--- config.mk ---
export PLATFORM = sky130hd
export DESIGN_NAME = eitc_core
export DESIGN_NICKNAME = d
export VERILOG_FILES = /design/src/rtl/eitc_pkg.sv /design/src/rtl/eitc_core.sv
export SDC_FILE = /design/constraint.sdc
export NUM_CORES = 1
export LEC_CHECK = 0
export ABC_AREA = 1
export ABC_CLOCK_PERIOD_IN_PS = 3100
export BUFFER_PORTS_ARGS = -buffer_cell sky130_fd_sc_hd__buf_2
export CORE_MARGIN = 2
export CORE_UTILIZATION = 50
export CTS_BUF_LIST = sky130_fd_sc_hd__clkbuf_8
export DETAILED_ROUTE_END_ITERATION = 16
export GPL_ROUTABILITY_DRIVEN = 0
export HOLD_SLACK_MARGIN = 0.03
export PLACE_DENSITY = 0.71
export SLEW_MARGIN = 10
export SYNTH_ARGS = -nofsm -noshare
export SYNTH_HDL_FRONTEND = slang
export SYNTH_SLANG_ARGS = --single-unit
--- constraint.sdc ---
create_clock -name core_clk -period 3.1 [get_ports core_clk]
set_input_delay 0.155 -clock core_clk [delete_from_list [all_inputs] [get_ports core_clk]]
set_output_delay 0.155 -clock core_clk [all_outputs]
set_load 0.02 [all_outputs]
--- src/rtl/eitc_pkg.sv ---
/*
 * eitc_pkg: constants, offsets and carrier types of the external interrupt
 * trigger configuration block.
 * assumes: a classic wishbone slave with 32-bit data and byte addresses.
 */
package eitc_pkg;

  ////////////////////////////////////////////////////////////////////////////
  // geometry
  localparam int LINES = 6;
  localparam int ADR_W = 10;
  localparam int NMI_BIT = 0;
  localparam int TEST_ON_BIT = 31;

  ////////////////////////////////////////////////////////////////////////////
  // register byte offsets
  localparam logic [ADR_W-1:0] OFF_SENSE_TYPE = 10'h014;
  localparam logic [ADR_W-1:0] OFF_EDGE_POL = 10'h018;
  localparam logic [ADR_W-1:0] OFF_LEVEL_POL = 10'h01c;
  localparam logic [ADR_W-1:0] OFF_FILTER = 10'h020;
  localparam logic [ADR_W-1:0] OFF_TEST = 10'h024;
  localparam logic [ADR_W-1:0] OFF_BYPASS = 10'h028;
  localparam logic [ADR_W-1:0] OFF_EN_SET = 10'h030;
  localparam logic [ADR_W-1:0] OFF_DIS_SET = 10'h034;
  localparam logic [ADR_W-1:0] OFF_LINE_ON = 10'h038;
  localparam logic [ADR_W-1:0] OFF_EVT_STATUS = 10'h040;
  localparam logic [ADR_W-1:0] OFF_EVT_MASK = 10'h044;

  ////////////////////////////////////////////////////////////////////////////
  // reset values
  localparam logic [LINES-1:0] LINE_RST = 6'h00;
  localparam logic TEST_ON_RST = 1'b0;
  localparam logic [31:0] RDATA_RST = 32'h0000_0000;

  ////////////////////////////////////////////////////////////////////////////
  // timing: sync clock is core_clk divided by SYNC_DIV
  localparam int SYNC_DIV = 4;
  localparam logic [1:0] SYNC_LAST = 2'(SYNC_DIV - 1);
  localparam logic [1:0] SYNC_CNT_RST = 2'h0;

  ////////////////////////////////////////////////////////////////////////////
  // carriers
  typedef struct packed {
    logic cyc;
    logic stb;
    logic we;
    logic [ADR_W-1:0] adr;
    logic [3:0] sel;
    logic [31:0] dat;
  } eitc_wb_req_t;

  typedef struct packed {
    logic [LINES-1:0] sense;
    logic [LINES-1:0] edge_pol;
    logic [LINES-1:0] level_pol;
    logic [LINES-1:0] filt;
    logic [LINES-1:0] bypass;
    logic [LINES-1:0] test_val;
    logic test_on;
    logic [LINES-1:0] line_on;
  } eitc_cfg_t;

  localparam eitc_cfg_t CFG_RST = '{
    sense: LINE_RST, edge_pol: LINE_RST, level_pol: LINE_RST, filt: LINE_RST,
    bypass: LINE_RST, test_val: LINE_RST, test_on: TEST_ON_RST, line_on: LINE_RST
  };

endpackage : eitc_pkg

--- src/rtl/eitc_core.sv ---
/*
 * eitc_core: per-line trigger configuration and detection for one
 * nmi line (bit 0), masked by the event mask like the others, and five numbered lines, with a wishbone
 * register bank, sticky event status and one level interrupt.
 * assumes: single core_clk; the sync clock is an enable pulse derived here;
 * line pins are asynchronous to core_clk.
 */
// Our own choice: the Wishbone slave port.
// Functional notes
// - sense bit 0 edge, 1 level
// - numbered edge: 0 falling, 1 rising
// - nmi edge: 0 falling, 1 rising
// - numbered level: 0 low, 1 high
// - nmi level: 0 low, 1 high
// - numbered filter bit selects glitch filter
// - nmi filter bit selects glitch filter
// - test bit 31 enters test mode
// - test mode: numbered bit drives line input
// - test mode: nmi bit replaces pad value
// - numbered bypass bit skips sync clock
// - nmi bypass bit skips sync clock
// - enable write one turns line on
// - enable nmi bit turns nmi on
// - configuration resets to all zeros
// - disable write one turns line off
// - read-only register shows lines on
// - six lines including the nmi
`timescale 1ns/10ps
module eitc_core
  import eitc_pkg::*;
(
  input wire logic core_clk,
  input wire logic reset,
  input wire logic wb_cyc_i,
  input wire logic wb_stb_i,
  input wire logic wb_we_i,
  input wire logic [ADR_W-1:0] wb_adr_i,
  input wire logic [3:0] wb_sel_i,
  input wire logic [31:0] wb_dat_i,
  output logic [31:0] wb_dat_o,
  output logic wb_ack_o,
  input wire logic [LINES-1:0] ext_line_n,
  output logic irq_o
);

  ////////////////////////////////////////////////////////////////////////////
  // helpers

  function automatic logic [31:0] sel_mask(input logic [3:0] sel);
    logic [31:0] m;
    m = 32'h0000_0000;
    for (int b = 0; b < 4; b++) begin
      if (sel[b]) begin
        m[b*8 +: 8] = 8'hff;
      end
    end
    return m;
  endfunction : sel_mask

  function automatic logic [LINES-1:0] merge_line(
    input logic [LINES-1:0] old,
    input logic [31:0] wdat,
    input logic [31:0] m
  );
    return (old & ~m[LINES-1:0]) | (wdat[LINES-1:0] & m[LINES-1:0]);
  endfunction : merge_line

  function automatic logic adr_is(
    input logic [ADR_W-1:0] adr,
    input logic [ADR_W-1:0] off
  );
    return adr[ADR_W-1:2] == off[ADR_W-1:2];
  endfunction : adr_is

  // same rule for every line, the nmi being bit 0 of each vector
  function automatic logic [LINES-1:0] line_hit(
    input logic [LINES-1:0] cur,
    input logic [LINES-1:0] prev,
    input eitc_cfg_t cfg
  );
    logic [LINES-1:0] rise;
    logic [LINES-1:0] fall;
    logic [LINES-1:0] edge_ev;
    logic [LINES-1:0] lvl_ev;
    rise = cur & ~prev;
    fall = ~cur & prev;
    edge_ev = (cfg.edge_pol & rise) | (~cfg.edge_pol & fall);
    lvl_ev = ~(cur ^ cfg.level_pol);
    return (cfg.sense & lvl_ev) | (~cfg.sense & edge_ev);
  endfunction : line_hit

  ////////////////////////////////////////////////////////////////////////////
  // state

  eitc_wb_req_t req;
  eitc_cfg_t cfg_r;
  eitc_cfg_t cfg_nxt;
  logic [LINES-1:0] status_r;
  logic [LINES-1:0] status_nxt;
  logic [LINES-1:0] mask_r;
  logic [LINES-1:0] mask_nxt;
  logic ack_r;
  logic ack_nxt;
  logic [31:0] rdata_r;
  logic [31:0] rdata_nxt;
  logic irq_r;
  logic irq_nxt;

  logic [1:0] tick_cnt_r;
  logic [1:0] tick_cnt_nxt;
  logic [LINES-1:0] pad_meta_r;
  logic [LINES-1:0] pad_sync_r;
  logic [LINES-1:0] samp_r;
  logic [LINES-1:0] samp_nxt;
  logic [LINES-1:0] hist_r;
  logic [LINES-1:0] hist_nxt;
  logic [LINES-1:0] filt_r;
  logic [LINES-1:0] filt_nxt;
  logic [LINES-1:0] prev_r;
  logic [LINES-1:0] prev_nxt;

  logic sync_tick;
  logic [LINES-1:0] strobe;
  logic [LINES-1:0] src;
  logic [LINES-1:0] agree;
  logic [LINES-1:0] cur;
  logic [LINES-1:0] event_hit;

  assign req = '{
    cyc: wb_cyc_i, stb: wb_stb_i, we: wb_we_i, adr: wb_adr_i,
    sel: wb_sel_i, dat: wb_dat_i
  };

  ////////////////////////////////////////////////////////////////////////////
  // input path: pad sync, test override, sync clock sampling, filter

  always_comb begin
    tick_cnt_nxt = (tick_cnt_r == SYNC_LAST) ? SYNC_CNT_RST : tick_cnt_r + 2'h1;
    sync_tick = (tick_cnt_r == SYNC_LAST);
    // nmi bypass same path as bit 0
    strobe = cfg_r.bypass | {LINES{sync_tick}};
    // nmi pad ignored in test mode
    src = cfg_r.test_on ? cfg_r.test_val : pad_sync_r;
    samp_nxt = (strobe & src) | (~strobe & samp_r);
    hist_nxt = (strobe & samp_r) | (~strobe & hist_r);
    // three equal samples pass the filter
    agree = strobe & ~(src ^ samp_r) & ~(samp_r ^ hist_r);
    filt_nxt = (agree & src) | (~agree & filt_r);
    cur = (cfg_r.filt & filt_r) | (~cfg_r.filt & samp_r);
    prev_nxt = cur;
    // sense type picks edge or level
    event_hit = cfg_r.line_on & line_hit(cur, prev_r, cfg_r);
  end

  always_ff @(posedge core_clk or posedge reset) begin
    if (reset) begin
      tick_cnt_r <= SYNC_CNT_RST;
      pad_meta_r <= LINE_RST;
      pad_sync_r <= LINE_RST;
      samp_r <= LINE_RST;
      hist_r <= LINE_RST;
      filt_r <= LINE_RST;
      prev_r <= LINE_RST;
    end else begin
      tick_cnt_r <= tick_cnt_nxt;
      pad_meta_r <= ext_line_n;
      pad_sync_r <= pad_meta_r;
      samp_r <= samp_nxt;
      hist_r <= hist_nxt;
      filt_r <= filt_nxt;
      prev_r <= prev_nxt;
    end
  end

  ////////////////////////////////////////////////////////////////////////////
  // register bank, status and interrupt

  always_comb begin
    logic hit;
    logic wr;
    logic rd;
    logic [31:0] m;
    hit = 1'b0;
    wr = 1'b0;
    rd = 1'b0;
    m = 32'h0000_0000;
    cfg_nxt = cfg_r;
    mask_nxt = mask_r;
    status_nxt = status_r;
    rdata_nxt = RDATA_RST;
    hit = req.cyc & req.stb & ~ack_r;
    wr = hit & req.we;
    rd = hit & ~req.we;
    m = sel_mask(req.sel);
    ack_nxt = hit;
    if (wr) begin
      // bit 0 nmi, bits above lines
      if (adr_is(req.adr, OFF_SENSE_TYPE)) begin
        cfg_nxt.sense = merge_line(cfg_r.sense, req.dat, m);
      end
      if (adr_is(req.adr, OFF_EDGE_POL)) begin
        cfg_nxt.edge_pol = merge_line(cfg_r.edge_pol, req.dat, m);
      end
      if (adr_is(req.adr, OFF_LEVEL_POL)) begin
        cfg_nxt.level_pol = merge_line(cfg_r.level_pol, req.dat, m);
      end
      if (adr_is(req.adr, OFF_FILTER)) begin
        cfg_nxt.filt = merge_line(cfg_r.filt, req.dat, m);
      end
      if (adr_is(req.adr, OFF_TEST)) begin
        cfg_nxt.test_val = merge_line(cfg_r.test_val, req.dat, m);
        if (m[TEST_ON_BIT]) begin
          cfg_nxt.test_on = req.dat[TEST_ON_BIT];
        end
      end
      if (adr_is(req.adr, OFF_BYPASS)) begin
        cfg_nxt.bypass = merge_line(cfg_r.bypass, req.dat, m);
      end
      if (adr_is(req.adr, OFF_EN_SET)) begin
        cfg_nxt.line_on = cfg_r.line_on | (req.dat[LINES-1:0] & m[LINES-1:0]);
      end
      if (adr_is(req.adr, OFF_DIS_SET)) begin
        cfg_nxt.line_on = cfg_r.line_on & ~(req.dat[LINES-1:0] & m[LINES-1:0]);
      end
      if (adr_is(req.adr, OFF_EVT_MASK)) begin
        mask_nxt = merge_line(mask_r, req.dat, m);
      end
    end
    if (rd) begin
      if (adr_is(req.adr, OFF_SENSE_TYPE)) begin
        rdata_nxt[LINES-1:0] = cfg_r.sense;
      end
      if (adr_is(req.adr, OFF_EDGE_POL)) begin
        rdata_nxt[LINES-1:0] = cfg_r.edge_pol;
      end
      if (adr_is(req.adr, OFF_LEVEL_POL)) begin
        rdata_nxt[LINES-1:0] = cfg_r.level_pol;
      end
      if (adr_is(req.adr, OFF_FILTER)) begin
        rdata_nxt[LINES-1:0] = cfg_r.filt;
      end
      if (adr_is(req.adr, OFF_TEST)) begin
        rdata_nxt[LINES-1:0] = cfg_r.test_val;
        rdata_nxt[TEST_ON_BIT] = cfg_r.test_on;
      end
      if (adr_is(req.adr, OFF_BYPASS)) begin
        rdata_nxt[LINES-1:0] = cfg_r.bypass;
      end
      if (adr_is(req.adr, OFF_LINE_ON)) begin
        rdata_nxt[LINES-1:0] = cfg_r.line_on;
      end
      if (adr_is(req.adr, OFF_EVT_MASK)) begin
        rdata_nxt[LINES-1:0] = mask_r;
      end
      // status read clears it
      if (adr_is(req.adr, OFF_EVT_STATUS)) begin
        rdata_nxt[LINES-1:0] = status_r;
        status_nxt = LINE_RST;
      end
    end
    // new events win over the read clear
    status_nxt = status_nxt | event_hit;
    irq_nxt = |(status_nxt & mask_nxt);
  end

  always_ff @(posedge core_clk or posedge reset) begin
    if (reset) begin
      cfg_r <= CFG_RST;
      status_r <= LINE_RST;
      mask_r <= LINE_RST;
      ack_r <= 1'b0;
      rdata_r <= RDATA_RST;
      irq_r <= 1'b0;
    end else begin
      cfg_r <= cfg_nxt;
      status_r <= status_nxt;
      mask_r <= mask_nxt;
      ack_r <= ack_nxt;
      rdata_r <= rdata_nxt;
      irq_r <= irq_nxt;
    end
  end

  assign wb_ack_o = ack_r;
  assign wb_dat_o = rdata_r;
  assign irq_o = irq_r;

endmodule : eitc_core

# Word-level counts from Yosys, hierarchy flattened
# Index checks and enable logic that the tools add are counted.
dict set report classes {
  addsub 1
  eq_ne 12
  muxes 22
  n_bitwise 64
  reduce_logical 10
}
# cell count
set ops {}
lappend ops {{$and 6x6->6} 27}
lappend ops {{$mux 6} 18}
lappend ops {{$or 6x6->6} 16}
lappend ops {{$not 6->6} 12}
lappend ops {{$eq 8x4->1 const B} 6}
lappend ops {{$eq 8x3->1 const B} 3}
lappend ops {{$xor 6x6->6} 3}
lappend ops {{$eq 8x5->1 const B} 2}
lappend ops {{$reduce_and 2->1} 7}
lappend ops {{$mux 8} 1}
lappend ops {{$reduce_or 6->1} 1}
lappend ops {{$and 1x1->1} 4}
lappend ops {{$reduce_and 3->1} 1}
lappend ops {{$add 2x1->2 const B} 1}
lappend ops {{$eq 2x2->1 const B} 1}
lappend ops {{$mux 1} 2}
lappend ops {{$mux 2} 1}
lappend ops {{$not 1->1} 2}
lappend ops {{$reduce_bool 2->1} 1}
dict set report totals {
  reg_bits 102
  out_inout_bits 34
  elab_cells 129
}

# Depth between registers and ports, before layout
dict set report depth {
  word_depth 13
  ltp_mapped 12
}

# Least setup slack after synthesis
# OpenSTA, ideal clock, no wires.
dict set report synth_path {
  path_kind {register to register}
  start {reg ack_r, in the netlist wb_ack_o}
  end {reg with a tool-made name}
  setup_time_ps 127
  t_arrival_ps 1391
  t_required_ps 2973
  path_slack_ps 1581
  stages_incl_launch_ff 10
  path_buffers 1
  cell_sequence {dfrtp_1 inv_1 nand4_1 nor2_2 buf_4 inv_1 nor2_4 inv_1 nand2_1 o21ai_0}
}
# item line
set synth_rtl {}
lappend synth_rtl {{start, declared} eitc_core.sv:102} ;# logic ack_r;
lappend synth_rtl {{start signal, assigned} eitc_core.sv:278} ;# ack_r <= ack_nxt;

==> metrics.yaml <==
outcome: "finished, final reports clean"
yosys.cell_types.count: 29
synth_edf_count: 0
layout_common_cells: "nand2_1, dfrtp_1, nor2_1"
ant_nets: 0
synthArstFlopShare: 1.00
fin_util: 0.557
die_area_mm2: 0.0106
clock-sinks: 102
syn_area_per_cell_um2: 8.15
ios: 91
layout-drive-gt1-share: 0.119
vias_per_cell: 5.10
initial_core_util: 0.506
synth_flop_cell: "dfrtp_1"
hp-class: "input pin to flip-flop"
vdd_drop_max_uv: 275
multi_input_area_mm2: 0.00196
portBuffers: 36
synthesis.area_mm2: 0.00488
numCtsBuffers: 9
synth_cells: 599
die_w_um: 103
seq_area_frac_synth: 0.523
synth_top_cell_by_area: "dfrtp_1"
final-setup-viol-count: 0
drv_slew: 0
yosysWarnings: 0
die_h_um: 103
timing.final.hold_violations: 0
rsz0062_at_grt: "no"
areaGrowthSynthToFinish_pct: 9.92
path_clk_slew_ns: 0.10
grt_pass1_vias: 3840
path_max_fanout: 12
clock_latency_ns: 0.38
drt-initial-drc-count: 234
clock-root-buffer: "clkbuf_8"
setup_tns_ns: 0
num_vias: 4006
fin_nets: 706
crit_type: "flip-flop to flip-flop"
maxCapViolations: 0
grt-ovfl-total: 0
crit_required_ns: 3.34
core-area_mm2: 0.00964
synth_area_leaders: "dfrtp_1, nand2_1, nand3_1"
grt_pass1_wl_mm: 18.1
antenna_found_initial: 0
routed_wl_mm: 11.0
grt_use_total: 0.226
max_freq_ghz: 0.481
cp.arrival_ns: 2.32
worstMarginPinSlew_ns: 0.645
period_needed_ns: 2.08
clockBufferDepth: 2
cts_setup_buffers: 0
grt_max_degree: 58
rows: 36
post-dp-hpwl_mm: 8.30
crit_path_end_kind: "flip-flop"
finalCritPeriodShare: 0.671
layout_commonest_cell: "nand2_1"
firstDrtPassIters: 5
fillers: 894
wl_per_cell_um: 13.9
synth_top_area_frac: 0.523
htreeDepth: 3
cts_tree: "done"
diodes: 0
drc: 0
final.setup_skew_ns: 0.0155
p_per_area_mw_per_mm2: 427
slew_headroom: 0.570
ys_ff_latch: 102
regArea_mm2: 0.00255
power_leakage_nw: 2.68
crit_path_start_kind: "flip-flop"
-- power breakdown --
part | switching, mW | total [mW] | internal [mW]
sequential | 0.0109 | 1.36 | 1.35
clock | 0.463 | 0.774 | 0.311
combinational | 0.117 | 0.157 | 0.0397
-- cell type report --
| cell class | count | area share |
|---|---|---|
| clock buffers | 10 | 0.0257 |
| clock inverters | 6 | 0.00746 |
| inverters | 60 | 0.0434 |
| multi-input cells | 430 | 0.365 |
| flip-flops and latches | 102 | 0.476 |
| well taps | 133 | 0.0310 |
| repair buffers | 45 | 0.0522 |
-- metal layers --
metal,GRT usage,vias to the layer above,routed length [um],share of wire
met2,0.365,137,5220,0.48
li1,-,1990,-,-
met5,0,-,0,0
met3,0.0441,17,660,0.060
met1,0.308,1862,4900,0.45
met4,0.0749,0,189,0.017
-- repair_timing --
item | in CTS | in global routing
endpoints found under the hold margin | 52 | 0
gates resized for setup | 0 | 0
hold buffers | 8 | 0
-- critical path, cell delays in order (launching register included) --
cell	delay, ns
dfrtp_1	0.39
inv_1	0.07
nand4_1	0.19
nor2_2	0.57
inv_1	0.21
nor2_2	0.36
o21ai_0	0.15
-- synth_stat cells (4+ instances only) --
master and n:
a21oi_1 25, a31oi_1 6, buf_4 26, dfrtp_1 102, inv_1 53, inv_2 6, nand2_1 155, nand3_1 58
nand4_1 11, nor2_1 69, nor2_2 6, nor3_1 4, o21ai_0 40, o21ai_1 7, o21bai_1 4, o22ai_1 5
-- cells by family (layout without fill, tap and decap cells) --
group / after synthesis / count (layout) / share of synthesized area
and+or+nand+nor: 315 / 315 / 0.281
other: 1 / 25 / 0.000768
adders and majority gates: 1 / 1 / 0.00256
buffers and inverters: 91 / 121 / 0.0948
AOI/OAI and AO/OA: 89 / 89 / 0.0977
DFF: 102 / 102 / 0.523
-- per-stage QoR --
stage                     power, mW  worst slack [ns]  std cells  hold WS [ns]  instance area [um2]
after floorplan                1.51             0.270        623         0.186                 4970
after global placement         1.53              1.14        762         0.262                 5110
after detailed placement       1.54              1.08        762         0.265                 5110
after CTS                      2.30              1.04        786        0.0314                 5370
after global routing           2.38             0.865        786        0.0359                 5370
final                          2.29              1.02        786        0.0334                 5370
-- final timing paths --
kind | start | endpoint | slack [ns] | depth (start not counted)
max | wb_ack_o | flip-flop | 1.02 | 6
min | wb_stb_i | wb_ack_o | 0.03 | 3
max reg2reg | wb_ack_o | flip-flop | 1.02 | 6
min reg2reg | pad_meta_r[4] | pad_sync_r[4] | 0.36 | 0
max in group asynchronous | reset | asynchronous set/reset pin | 2.02 | 4
min in group asynchronous | reset | asynchronous set/reset pin | 0.39 | 3
No activity file was read; power rests on OpenSTA's default activity.
